[config.mk]
export PLATFORM = sky130hd
export DESIGN_NAME = motor_pwm_time_base_control
export DESIGN_NICKNAME = d
export VERILOG_FILES = /design/src/rtl/pwm_tb_pkg.sv /design/src/rtl/motor_pwm_time_base_control.sv
export SDC_FILE = /design/constraint.sdc
export NUM_CORES = 1
export LEC_CHECK = 0
export CAP_MARGIN = 20
export CORE_MARGIN = 3
export CORE_UTILIZATION = 64
export CTS_CLUSTER_DIAMETER = 120
export DETAILED_ROUTE_END_ITERATION = 10
export DONT_BUFFER_PORTS = 1
export PLACE_DENSITY = 0.79
export SLEW_MARGIN = 40
export SYNTH_ARGS = -nofsm -noshare
export SYNTH_HDL_FRONTEND = slang
export SYNTH_SLANG_ARGS = --single-unit
[constraint.sdc]
create_clock -name clk -period 3.4 [get_ports clk]
set_input_delay 0.17 -clock clk [delete_from_list [all_inputs] [get_ports clk]]
set_output_delay 0.17 -clock clk [all_outputs]
set_load 0.005 [all_outputs]
[src/rtl/pwm_tb_pkg.sv]
// constants, field layout and carriers for the motor pwm time base block
// assumes an apb master on clk and a pin/duty/override stage fed by the hooks
package pwm_tb_pkg;
   // register byte offsets on the apb
   localparam logic [7:0] ctrl_off = 8'h00;
   localparam logic [7:0] count_off = 8'h04;
   localparam logic [7:0] period_off = 8'h08;
   localparam logic [7:0] compare_off = 8'h0c;
   localparam logic [7:0] pairpin_off = 8'h10;
   localparam logic [7:0] update_off = 8'h14;
   // time_base_control field positions
   localparam int timer_on_pos = 15;
   localparam int stop_in_idle_pos = 13;
   localparam int period_post_lsb = 4;
   localparam int prescale_lsb = 2;
   localparam int scheme_lsb = 0;
   // shared top-bit position for direction flags
   localparam int dir_pos = 15;
   // pair_mode_and_pin_enable fields
   localparam int pair_lsb = 8;
   localparam int high_en_lsb = 4;
   localparam int low_en_lsb = 0;
   // update_and_trigger_control fields
   localparam int trig_post_lsb = 8;
   localparam int immediate_pos = 2;
   localparam int override_sync_pos = 1;
   localparam int update_disable_pos = 0;
   // count schemes
   localparam logic [1:0] scheme_free = 2'h0;
   localparam logic [1:0] scheme_single = 2'h1;
   localparam logic [1:0] scheme_updown = 2'h2;
   localparam logic [1:0] scheme_updown_dbl = 2'h3;
   // prescale tick limits, in cycles minus one
   localparam logic [5:0] presc_lim_1 = 6'h00;
   localparam logic [5:0] presc_lim_4 = 6'h03;
   localparam logic [5:0] presc_lim_16 = 6'h0f;
   localparam logic [5:0] presc_lim_64 = 6'h3f;
   // reset values
   localparam logic [15:0] reg_reset = 16'h0000;
   localparam logic [14:0] count_reset = 15'h0000;

   // time base events toward the pwm output stage
   typedef struct packed {
      logic period_event;   // postscaled period pulse
      logic trigger_event;  // postscaled special event pulse
      logic duty_load;      // duty buffer to active transfer pulse
      logic duty_immediate; // duty writes act at once
      logic override_apply; // apply manual overrides now
      logic count_down;     // current count direction
   } tb_hooks_s;

   // pin control toward the output pads
   typedef struct packed {
      logic [3:0] pair_independent; // per pair independent mode
      logic [3:0] high_enable;      // high pin owned by pwm
      logic [3:0] low_enable;       // low pin owned by pwm
      logic pins_tristate;          // pads released after reset when pin_reset_config is set, until the first pin write
   } pin_ctrl_s;
endpackage : pwm_tb_pkg

[src/rtl/motor_pwm_time_base_control.sv]
// time base, special event trigger and global control of a four-pair pwm
// assumes cpu_idle and pin_reset_config come from logic on clk
`timescale 1ns/1ps
module motor_pwm_time_base_control (
   input wire logic clk,                         // 125 mhz clock
   input wire logic rstn,                        // async reset, active low
   input wire logic psel,                        // apb select
   input wire logic penable,                     // apb access phase
   input wire logic pwrite,                      // apb write
   input wire logic [7:0] paddr,                 // apb byte address
   input wire logic [31:0] pwdata,               // apb write data
   output logic [31:0] prdata,                   // apb read data
   output logic pready,                          // apb ready
   output logic pslverr,                         // apb error on unmapped
   input wire logic cpu_idle,                    // cpu in idle mode
   input wire logic pin_reset_config,            // config word pin bit
   output logic [14:0] active_period,            // period in use
   output pwm_tb_pkg::tb_hooks_s hooks,          // time base events
   output pwm_tb_pkg::pin_ctrl_s pins            // pad control
);

   // software registers
   logic timer_on_reg;
   logic stop_in_idle_reg;
   logic [3:0] period_post_sel_reg;
   logic [1:0] prescale_sel_reg;
   logic [1:0] scheme_reg;
   logic [14:0] count_reg;
   logic count_down_reg;
   logic [14:0] period_buf_reg;
   logic trig_dir_reg;
   logic [14:0] trig_cmp_reg;
   logic [3:0] pair_indep_reg;
   logic [3:0] high_en_reg;
   logic [3:0] low_en_reg;
   logic [3:0] trig_post_sel_reg;
   logic immediate_reg;
   logic override_sync_reg;
   logic update_disable_reg;
   // internal state
   logic strap_done_reg;
   logic tristate_reg;
   logic [5:0] presc_cnt_reg;
   logic [3:0] period_post_cnt_reg;
   logic [3:0] trig_post_cnt_reg;
   logic advanced_reg;
   logic [14:0] active_period_reg;
   logic [31:0] prdata_reg;
   logic pready_reg;
   logic pslverr_reg;
   logic period_event_reg;
   logic trigger_event_reg;
   logic duty_load_reg;
   logic override_apply_reg;

   // tick period limit for a prescale code
   function automatic logic [5:0] presc_limit(input logic [1:0] sel);
      logic [5:0] lim;
      lim = pwm_tb_pkg::presc_lim_1;
      case (sel)
         2'h1: lim = pwm_tb_pkg::presc_lim_4;
         2'h2: lim = pwm_tb_pkg::presc_lim_16;
         2'h3: lim = pwm_tb_pkg::presc_lim_64;
         default: lim = pwm_tb_pkg::presc_lim_1;
      endcase
      return lim;
   endfunction : presc_limit

   // address decode, used by the error flag only; the read mux compares paddr by itself
   function automatic logic addr_mapped(input logic [7:0] a);
      logic hit;
      hit = 1'b0;
      if (a == pwm_tb_pkg::ctrl_off) begin
         hit = 1'b1;
      end else if (a == pwm_tb_pkg::count_off) begin
         hit = 1'b1;
      end else if (a == pwm_tb_pkg::period_off) begin
         hit = 1'b1;
      end else if (a == pwm_tb_pkg::compare_off) begin
         hit = 1'b1;
      end else if (a == pwm_tb_pkg::pairpin_off) begin
         hit = 1'b1;
      end else if (a == pwm_tb_pkg::update_off) begin
         hit = 1'b1;
      end
      return hit;
   endfunction : addr_mapped

   // bus strobes
   logic wr_en;
   logic setup_ph;
   assign setup_ph = psel & ~penable;
   assign wr_en = psel & penable & pready_reg & pwrite;

   logic wr_ctrl;
   logic wr_count;
   logic wr_period;
   logic wr_compare;
   logic wr_pairpin;
   logic wr_update;
   assign wr_ctrl = wr_en & (paddr == pwm_tb_pkg::ctrl_off);
   assign wr_count = wr_en & (paddr == pwm_tb_pkg::count_off);
   assign wr_period = wr_en & (paddr == pwm_tb_pkg::period_off);
   assign wr_compare = wr_en & (paddr == pwm_tb_pkg::compare_off);
   assign wr_pairpin = wr_en & (paddr == pwm_tb_pkg::pairpin_off);
   assign wr_update = wr_en & (paddr == pwm_tb_pkg::update_off);

   // run gating and prescaled tick
   logic running;
   logic tick;
   logic updown;
   assign running = timer_on_reg & ~(stop_in_idle_reg & cpu_idle);
   assign tick = running & (presc_cnt_reg == presc_limit(prescale_sel_reg));
   assign updown = scheme_reg[1];

   // count step decisions
   localparam logic [14:0] count_reset_c = pwm_tb_pkg::count_reset;
   logic at_top;
   logic at_zero;
   logic cycle_start;
   logic half_point;
   assign at_top = (count_reg >= active_period_reg);
   assign at_zero = (count_reg == count_reset_c);
   // a new pwm cycle starts on the wrap in edge mode, at zero in up/down
   assign cycle_start = tick & (updown ? (count_down_reg & at_zero) : at_top);
   assign half_point = tick & updown & ~count_down_reg & at_top;

   // prescaler counter
   always_ff @(posedge clk or negedge rstn) begin
      if (!rstn) begin
         presc_cnt_reg <= 6'h00;
      end else if (!running || tick || wr_count) begin
         presc_cnt_reg <= 6'h00; // restart so a written count gets a full tick
      end else begin
         presc_cnt_reg <= presc_cnt_reg + 6'h01;
      end
   end

   // time_base_control register; single pulse end clears timer_on
   always_ff @(posedge clk or negedge rstn) begin
      if (!rstn) begin
         timer_on_reg <= 1'b0;
         stop_in_idle_reg <= 1'b0;
         period_post_sel_reg <= 4'h0;
         prescale_sel_reg <= 2'h0;
         scheme_reg <= pwm_tb_pkg::scheme_free;
      end else if (wr_ctrl) begin
         timer_on_reg <= pwdata[pwm_tb_pkg::timer_on_pos];
         stop_in_idle_reg <= pwdata[pwm_tb_pkg::stop_in_idle_pos];
         period_post_sel_reg <= pwdata[pwm_tb_pkg::period_post_lsb +: 4];
         prescale_sel_reg <= pwdata[pwm_tb_pkg::prescale_lsb +: 2];
         scheme_reg <= pwdata[pwm_tb_pkg::scheme_lsb +: 2];
      end else if (scheme_reg == pwm_tb_pkg::scheme_single && tick && at_top) begin
         timer_on_reg <= 1'b0;
      end
   end

   // counter and direction; a software write of the count wins over a tick
   always_ff @(posedge clk or negedge rstn) begin
      if (!rstn) begin
         count_reg <= pwm_tb_pkg::count_reset;
         count_down_reg <= 1'b0;
      end else if (wr_count) begin
         count_reg <= pwdata[14:0];
      end else if (!timer_on_reg && !updown) begin
         count_down_reg <= 1'b0;
      end else if (tick) begin
         if (!updown) begin
            count_down_reg <= 1'b0;
            count_reg <= at_top ? count_reset_c : count_reg + 15'h0001;
         end else if (!count_down_reg) begin
            if (at_top) begin
               count_down_reg <= 1'b1;
               count_reg <= at_zero ? count_reset_c : count_reg - 15'h0001;
            end else begin
               count_reg <= count_reg + 15'h0001;
            end
         end else if (at_zero) begin
            count_down_reg <= 1'b0;
            count_reg <= (active_period_reg == count_reset_c) ? count_reset_c :
                         count_reg + 15'h0001;
         end else begin
            count_reg <= count_reg - 15'h0001;
         end
      end
   end

   // period buffer and active period; with update_disable_reg clear, transfer at cycle start or while timer_on is clear
   always_ff @(posedge clk or negedge rstn) begin
      if (!rstn) begin
         period_buf_reg <= 15'h0000;
         active_period_reg <= 15'h0000;
      end else begin
         if (wr_period) begin
            period_buf_reg <= pwdata[14:0];
         end
         // immediate_update plays no part here
         if (!update_disable_reg && (cycle_start || !timer_on_reg)) begin
            active_period_reg <= period_buf_reg;
         end
      end
   end

   // special event compare register
   always_ff @(posedge clk or negedge rstn) begin
      if (!rstn) begin
         trig_dir_reg <= 1'b0;
         trig_cmp_reg <= 15'h0000;
      end else if (wr_compare) begin
         trig_dir_reg <= pwdata[pwm_tb_pkg::dir_pos];
         trig_cmp_reg <= pwdata[14:0];
      end
   end

   // flag that the count moved last cycle, so a match fires once per value
   always_ff @(posedge clk or negedge rstn) begin
      if (!rstn) begin
         advanced_reg <= 1'b0;
      end else begin
         advanced_reg <= tick | wr_count;
      end
   end

   logic trig_raw;
   assign trig_raw = advanced_reg & (count_reg == trig_cmp_reg) &
                     (~updown | (trig_dir_reg == count_down_reg));

   // special event postscaler
   always_ff @(posedge clk or negedge rstn) begin
      if (!rstn) begin
         trig_post_cnt_reg <= 4'h0;
         trigger_event_reg <= 1'b0;
      end else if (wr_compare) begin
         trig_post_cnt_reg <= 4'h0;
         trigger_event_reg <= 1'b0;
      end else if (trig_raw) begin
         if (trig_post_cnt_reg >= trig_post_sel_reg) begin
            trig_post_cnt_reg <= 4'h0;
            trigger_event_reg <= 1'b1;
         end else begin
            trig_post_cnt_reg <= trig_post_cnt_reg + 4'h1;
            trigger_event_reg <= 1'b0;
         end
      end else begin
         trigger_event_reg <= 1'b0;
      end
   end

   // period postscaler, counts cycle starts
   always_ff @(posedge clk or negedge rstn) begin
      if (!rstn) begin
         period_post_cnt_reg <= 4'h0;
         period_event_reg <= 1'b0;
      end else if (cycle_start) begin
         if (period_post_cnt_reg >= period_post_sel_reg) begin
            period_post_cnt_reg <= 4'h0;
            period_event_reg <= 1'b1;
         end else begin
            period_post_cnt_reg <= period_post_cnt_reg + 4'h1;
            period_event_reg <= 1'b0;
         end
      end else begin
         period_event_reg <= 1'b0;
      end
   end

   // duty transfer and override timing hooks
   always_ff @(posedge clk or negedge rstn) begin
      if (!rstn) begin
         duty_load_reg <= 1'b0;
         override_apply_reg <= 1'b0;
      end else begin
         // double update scheme also reloads at the period turn
         duty_load_reg <= ~update_disable_reg & (cycle_start |
                          (half_point & (scheme_reg == pwm_tb_pkg::scheme_updown_dbl)));
         override_apply_reg <= override_sync_reg ?
                               (cycle_start | half_point) : 1'b1;
      end
   end

   // pair mode and pin enables; enables settle one edge after reset release
   always_ff @(posedge clk or negedge rstn) begin
      if (!rstn) begin
         pair_indep_reg <= 4'h0;
         high_en_reg <= 4'h0;
         low_en_reg <= 4'h0;
         strap_done_reg <= 1'b0;
         tristate_reg <= 1'b1;
      end else if (!strap_done_reg) begin
         strap_done_reg <= 1'b1;
         high_en_reg <= {4{~pin_reset_config}};
         low_en_reg <= {4{~pin_reset_config}};
         tristate_reg <= pin_reset_config;
      end else if (wr_pairpin) begin
         pair_indep_reg <= pwdata[pwm_tb_pkg::pair_lsb +: 4];
         high_en_reg <= pwdata[pwm_tb_pkg::high_en_lsb +: 4];
         low_en_reg <= pwdata[pwm_tb_pkg::low_en_lsb +: 4];
         tristate_reg <= 1'b0;
      end
   end

   // update and trigger control register
   always_ff @(posedge clk or negedge rstn) begin
      if (!rstn) begin
         trig_post_sel_reg <= 4'h0;
         immediate_reg <= 1'b0;
         override_sync_reg <= 1'b0;
         update_disable_reg <= 1'b0;
      end else if (wr_update) begin
         trig_post_sel_reg <= pwdata[pwm_tb_pkg::trig_post_lsb +: 4];
         immediate_reg <= pwdata[pwm_tb_pkg::immediate_pos];
         override_sync_reg <= pwdata[pwm_tb_pkg::override_sync_pos];
         update_disable_reg <= pwdata[pwm_tb_pkg::update_disable_pos];
      end
   end

   // read mux; unimplemented bits stay zero
   logic [15:0] rd_word;
   always_comb begin
      rd_word = pwm_tb_pkg::reg_reset;
      if (paddr == pwm_tb_pkg::ctrl_off) begin
         rd_word[pwm_tb_pkg::timer_on_pos] = timer_on_reg;
         rd_word[pwm_tb_pkg::stop_in_idle_pos] = stop_in_idle_reg;
         rd_word[pwm_tb_pkg::period_post_lsb +: 4] = period_post_sel_reg;
         rd_word[pwm_tb_pkg::prescale_lsb +: 2] = prescale_sel_reg;
         rd_word[pwm_tb_pkg::scheme_lsb +: 2] = scheme_reg;
      end else if (paddr == pwm_tb_pkg::count_off) begin
         rd_word = {count_down_reg, count_reg};
      end else if (paddr == pwm_tb_pkg::period_off) begin
         rd_word = {1'b0, period_buf_reg};
      end else if (paddr == pwm_tb_pkg::compare_off) begin
         rd_word = {trig_dir_reg, trig_cmp_reg};
      end else if (paddr == pwm_tb_pkg::pairpin_off) begin
         rd_word[pwm_tb_pkg::pair_lsb +: 4] = pair_indep_reg;
         rd_word[pwm_tb_pkg::high_en_lsb +: 4] = high_en_reg;
         rd_word[pwm_tb_pkg::low_en_lsb +: 4] = low_en_reg;
      end else if (paddr == pwm_tb_pkg::update_off) begin
         rd_word[pwm_tb_pkg::trig_post_lsb +: 4] = trig_post_sel_reg;
         rd_word[pwm_tb_pkg::immediate_pos] = immediate_reg;
         rd_word[pwm_tb_pkg::override_sync_pos] = override_sync_reg;
         rd_word[pwm_tb_pkg::update_disable_pos] = update_disable_reg;
      end
   end

   // apb answer: data captured in setup, ready in the first access cycle
   always_ff @(posedge clk or negedge rstn) begin
      if (!rstn) begin
         prdata_reg <= 32'h00000000;
         pready_reg <= 1'b0;
         pslverr_reg <= 1'b0;
      end else begin
         pready_reg <= setup_ph;
         pslverr_reg <= setup_ph & ~addr_mapped(paddr);
         if (setup_ph && !pwrite) begin
            prdata_reg <= {16'h0000, rd_word};
         end
      end
   end

   // outputs, all from flops
   assign prdata = prdata_reg;
   assign pready = pready_reg;
   assign pslverr = pslverr_reg;
   assign active_period = active_period_reg;
   assign hooks.period_event = period_event_reg;
   assign hooks.trigger_event = trigger_event_reg;
   assign hooks.duty_load = duty_load_reg;
   assign hooks.duty_immediate = immediate_reg;
   assign hooks.override_apply = override_apply_reg;
   assign hooks.count_down = count_down_reg;
   assign pins.pair_independent = pair_indep_reg;
   assign pins.high_enable = high_en_reg;
   assign pins.low_enable = low_en_reg;
   assign pins.pins_tristate = tristate_reg;

endmodule : motor_pwm_time_base_control

======== Word level (Yosys, flattened, before mapping) ========
Cells that the tools add are included.
word-level totals
  output and inout port bits .............. 68
  register bits ........................... 130
  input bits .............................. 47
  word-level logic and storage cells ...... 169
cells by class
  equality and inequality tests ........... 15
  $lt $le $gt $ge ......................... 3
  add/sub/neg operators ................... 5
  reductions and logical operators ........ 23
  mux-type cells .......................... 57
  bitwise operators ....................... 35
operators by type and width
  cell                                                                   count
  15-bit 2-to-1 mux                                                      10
  4-bit 2-to-1 mux                                                       11
  16-bit 2-to-1 mux                                                      2
  15-bit logical NOT                                                     2
  1-bit 2-to-1 mux                                                       26
  1-bit bitwise AND                                                      23
  6-bit one-hot mux with 3 select lines                                  1
  8-bit by 4-bit == test with 1-bit output (second input constant)       2
  8-bit by 5-bit == test with 1-bit output (second input constant)       2
  15-bit by 1-bit adder with 15-bit output (second input constant)       1
  15-bit == test                                                         1
  15-bit >= comparator                                                   1
  15-bit by 1-bit subtractor with 15-bit output (second input constant)  1
  12-bit 2-to-1 mux                                                      1
  5-bit 2-to-1 mux                                                       2
  4-bit by 1-bit adder with 4-bit output (second input constant)         2
  8-bit by 3-bit == test with 1-bit output (second input constant)       1
  4-bit >= comparator                                                    2
  8-bit logical NOT                                                      1
  8-bit 2-to-1 mux                                                       1
  1-bit inverter                                                         8
  2-bit nonzero test                                                     4
  6-bit by 1-bit adder with 6-bit output (second input constant)         1
  2-bit == test (second input constant)                                  3
  12 further kinds                                                       29

======== Longest topological paths before layout ========
  depth in word-level cells ............... 10
  depth in mapped cells ................... 11

======== Least setup slack after synthesis ========
OpenSTA, ideal clock, no wires.
  path kind ............................... reg-to-reg
  start point ............................. reg count_reg[0]
  end point ............................... reg active_period_reg[10] (netlist: active_period[10])
  setup slack ............................. 0.773 ns
  period minus slack after synthesis ...... 2.627 ns
  stages on the path, launching flop included .. 12
  path buffers ............................ 2
  data required time ...................... 3.275 ns
  setup time .............................. 0.125 ns
  arrival time ............................ 2.502 ns
  path through ............................ dfrtp_1 > clkbuf_1 > inv_1 > ha_1 > nand3_1 > nor4_2 > a2111oi_4 > a21oi_2 > o21ai_4 > a21oi_4 > buf_6 > mux2_4
on the way
  word-level cells in the longest chain between the ends .. 6
ends and longest elaborated chain
  element                                                       line                                text
  start: declaration                                            motor_pwm_time_base_control.sv:28   logic [14:0] count_reg;
  start signal: assignment                                      motor_pwm_time_base_control.sv:161  count_reg <= pwm_tb_pkg::count_reset;
  start signal: assignment                                      motor_pwm_time_base_control.sv:164  count_reg <= pwdata[14:0];
  start signal: assignment                                      motor_pwm_time_base_control.sv:170  count_reg <= at_top ? count_reset_c : count_reg + 15'h0001;
  branches (longest 2 deep; another with 15-bit >= comparator)  -
  1-bit 2-to-1 mux *                                            motor_pwm_time_base_control.sv:125  assign cycle_start = tick & (updown ? (count_down_reg & at_zero) : at_top);
  1-bit bitwise AND *                                           motor_pwm_time_base_control.sv:125
  1-bit logical OR *                                            motor_pwm_time_base_control.sv:198  if (!update_disable_reg && (cycle_start || !timer_on_reg)) begin
  1-bit logical AND *                                           motor_pwm_time_base_control.sv:198
  end signal: assignment                                        motor_pwm_time_base_control.sv:199  active_period_reg <= period_buf_reg;
  end: declaration                                              motor_pwm_time_base_control.sv:47   logic [14:0] active_period_reg;
Every way passes the cells marked *.
A chain may end at the register's enable or synchronous reset.

======== Worst setup path after layout ========
  start point ............................. reg active_period_reg[8] (netlist: active_period[8])
  end point ............................... reg active_period_reg[13] (netlist: active_period[13])
on the way
  word-level cells in the longest chain between the ends .. 5
ends and longest elaborated chain
  element               line                                text
  15-bit >= comparator  motor_pwm_time_base_control.sv:122  assign at_top = (count_reg >= active_period_reg);
  1-bit 2-to-1 mux      motor_pwm_time_base_control.sv:125
  1-bit bitwise AND     motor_pwm_time_base_control.sv:125
  1-bit logical OR      motor_pwm_time_base_control.sv:198
  1-bit logical AND     motor_pwm_time_base_control.sv:198
Every way passes these cells.

==> flow_metrics.py <==
metrics = {
    "status": {
        "outcome": "completed",
    },
    "synth": {
        "ys_ff_latch": 130,
        "yosys-top-cells-area": "dfrtp_1 42%, nand2_1 5.7%, mux2_2 5.2%, ha_1 4.7%, a21oi_1 3.9%",
        "synth_top_area_share_pct": 41.5,
        "synth_edf_count": 0,
        "ys.warnings.count": 0,
        "syn-cell-area_mm2": 0.00777,
        "synth_cells": 848,
        "ys.flop_type": "dfrtp_1",
        "postSynthAreaPerCell_um2": 9.16,
        "async_flop_share_pct": 100,
        "yosysSeqAreaShare_pct": 41.9,
        "yosys.cell_types.count": 65,
        "yosys.area.top_type": "dfrtp_1",
    },
    "clock_network": {
        "htree_levels": 4,
        "clk-insertion-delay-late_ns": 0.42,
        "clock_sinks": 130,
        "clock_path_buffers": 2,
        "cts_buffers": 17,
        "cts_tree": "done",
        "clk_pin_slew_worst_paths_ns": 0.06,
        "post_cts_buffers": 0,
        "cts-root-buf": "clkbuf_16",
    },
    "critical_path": {
        "worst_path_max_delay_cell": "a2111oi_4",
        "crit_family": "compound AO/OA/AOI/OAI gates",
        "crit_chain": "inv_1 > ha_1 > a21oi_1 > o21ai_1 > a2111oi_4 > a21oi_2 > o21ai_4 > a21oi_4 > buf_4 > mux2_4",
        "crit_fanout": 15,
        "critical_path_buf_inv_count": 2,
        "start_kind": "flip-flop",
        "crit_path_end_kind": "flip-flop",
        "slowest_delay_ns": 0.63,
        "path_class": "flip-flop to flip-flop",
        "critPathRequiredTime_ns": 3.70,
        "arrival_ns": 3.30,
    },
    "global_routing": {
        "grt_pass1_wl_um": 36500,
        "grt_pass1_vias": 6645,
        "grt_usage_pct": 35.3,
        "antenna_found_initial": 0,
        "grt_max_degree": 131,
        "grt-ovfl-total": 0,
    },
    "power_and_ir_drop": {
        "swShare_pct": 26.1,
        "power_leakage_nw": 4.16,
        "internal_power_w": 0.00290,
        "p_seq_share_pct": 41.4,
        "p_sw_w": 0.00102,
        "ir_drop_v": 0.000339,
        "cellPowerDensity_mw_per_mm2": 451,
        "comb_power_share_pct": 12.5,
        "power.share.clock_pct": 46.1,
    },
    "floorplan": {
        "rows": 39,
        "initial_core_util_pct": 66.6,
        "die_w_um": 116,
        "core_mm2": 0.0117,
        "die_h_um": 116,
        "dieArea_mm2": 0.0135,
        "io_pins": 115,
    },
    "route": {
        "num_vias": 6830,
        "wl_met1_um": 9110,
        "routed.top_layer": "met4",
        "wl_met3_um": 2540,
        "wl_met2_um": 10700,
        "drt_wl_total_um": 23000,
        "wl_per_cell_um": 22.5,
        "ant_nets": 0,
        "vias_per_cell": 6.67,
        "drc_errors": 0,
        "first_pass_iters": 5,
        "drt_iter0_markers": 687,
    },
    "flow_run": {
        "max_cap_violations": 0,
    },
    "timing": {
        "final_max_slew_viol_count": 0,
        "relSlewSlack_pct": 48.3,
        "tightest_slew_ns": 0.773,
        "setup_viol": 0,
        "skew_ns": 0.00599,
        "grt_setup_unrepaired": "false",
        "finalHoldViolations": 0,
        "fin_crit_sh_pct": 88.2,
        "setup_tns_ns": 0,
        "max_freq_mhz": 334,
        "final.min_clock_period_ns": 3.00,
    },
    "layout": {
        "largest_reg_flops": 16,
        "final_cells": 1024,
        "n_antenna_cell": 0,
        "seq_area_mm2": 0.00325,
        "multiInputGateArea_mm2": 0.00407,
        "nFillCells": 852,
        "areaGrowthSynthToFinish_pct": 11.9,
        "final_layout_size_suffix_gt1_share_pct": 14.9,
        "nets": 944,
    },
    "placed_design": {
        "dpl.hpwl_um": 16000,
        "port-buffer-count": 0,
        "dp_cells": 967,
        "gp_congestion": 0.942,
    },
    "min_path": {
        "hold_class": "input pin to flip-flop",
    },
}
[cells in the final DEF (no fill, tap or decap), types with 9 or more instances in the layout]
cell type and n:
a21o_1 9, a21oi_1 61, a221oi_1 14, and3_1 10, buf_4 28, clkbuf_16 17, conb_1 17, dfrtp_1 129
dlygate4sd3_1 24, ha_1 29, inv_1 35, mux2_2 36, mux2_4 10, nand2_1 118, nand2b_1 11, nand3_1 28
nand4_1 15, nor2_1 66, nor3_1 14, nor4_1 12, o21ai_0 50, xor2_1 21
[cell usage after synthesis (3+ instances only)]
library cell and count:
o31ai_1 7, nand3b_1 4, buf_2 15, buf_4 25, nand3_1 28, a31oi_1 6
o21ai_0 50, a211oi_1 8, and4_1 3, o2111ai_1 4, nand4_1 15, nor2_2 3
clkbuf_1 24, a21oi_1 61, nor4_2 3, xnor2_1 6, o21ai_1 3, dfrtp_1 129
nand2_1 118, ha_1 29, or2_2 4, mux2_2 36, o211ai_1 4, inv_1 35
and3_1 10, xor2_1 21, a21o_1 9, mux2_4 10, and2_1 5, nand2b_1 12
mux2i_1 7, nor4_1 12, nor2b_1 3, nor2_1 66, or3_1 4, a221oi_1 14
a22oi_1 6, nor3_1 14
[power groups by stage]
stage | logic (W) | registers (W) | clock network [W]
2_1_floorplan | 0.000309 | 0.00164 | 0
3_3_place_gp | 0.000394 | 0.00165 | 0
3_5_place_dp | 0.000402 | 0.00165 | 0
4_1_cts | 0.000479 | 0.00162 | 0.00181
5_1_grt | 0.000537 | 0.00163 | 0.00189
6_report | 0.000489 | 0.00163 | 0.00181
[final timing paths]
check / cells past startpoint / slack, ns / end / startpoint
min in group asynchronous: 2 / 0.33 / active_period[10] / rstn
min: 3 / 0.01 / prdata[4] / paddr[3]
min reg2reg: 2 / 0.50 / tristate_reg / tristate_reg
max in group asynchronous: 2 / 2.49 / active_period[9] / rstn
max: 10 / 0.40 / active_period[13] / active_period[8]
max reg2reg: 10 / 0.40 / active_period[13] / active_period[8]
[cells by family after synthesis]
family,Yosys count,synth area share (%)
XOR/XNOR,27,3.04
adder cells (fa/ha/maj),29,4.67
buffers and inverters,102,6.47
multiplexers,55,8.63
other,2,0.0967
AO/OA/AOI/OAI,190,15.6
flip-flops,130,41.9
AND/OR/NAND/NOR,313,19.6
[through the flow]
stage	setup slack (ns)	hold slack (ns)	utilization [%]	power (W)	instance area, µm²
global placement	0.566	-0.123	67.3	0.00204	7840
detailed placement	0.441	-0.122	67.3	0.00205	7840
finish	0.402	0.0148	74.6	0.00392	8700
CTS	0.434	0.00325	74.5	0.00392	8690
global route	0.260	0.0413	74.6	0.00406	8700
floorplan	0.773	-0.126	-	0.00195	7830
[layer usage]
layer / vias up / track usage [%]
met5: - / 0
met4: 0 / 12.8
met3: 67 / 8.13
met2: 456 / 53.7
met1: 3299 / 49.9
li1: 3008 / -
[worst min-delay path, stage by stage]
cell and delay, ns:
nor3_2 0.06, nand2_1 0.08, a31oi_1 0.08
[timing repair]
action | 4_1_cts | 5_1_grt
hold buffers | 25 | 0
hold endpoints to repair | 210 | 0
gates resized for setup | 0 | 0
[cell type report]
type                            instances  area share, %
Clock buffer                           23           5.50
Clock inverter                          9           1.19
Inverter                               35           1.51
Multi-Input combinational cell        631           46.8
Sequential cell                       130           37.4
Tap cell                              143           2.06
Timing Repair Buffer                   53           5.50
(Power assumes the default switching activity.)
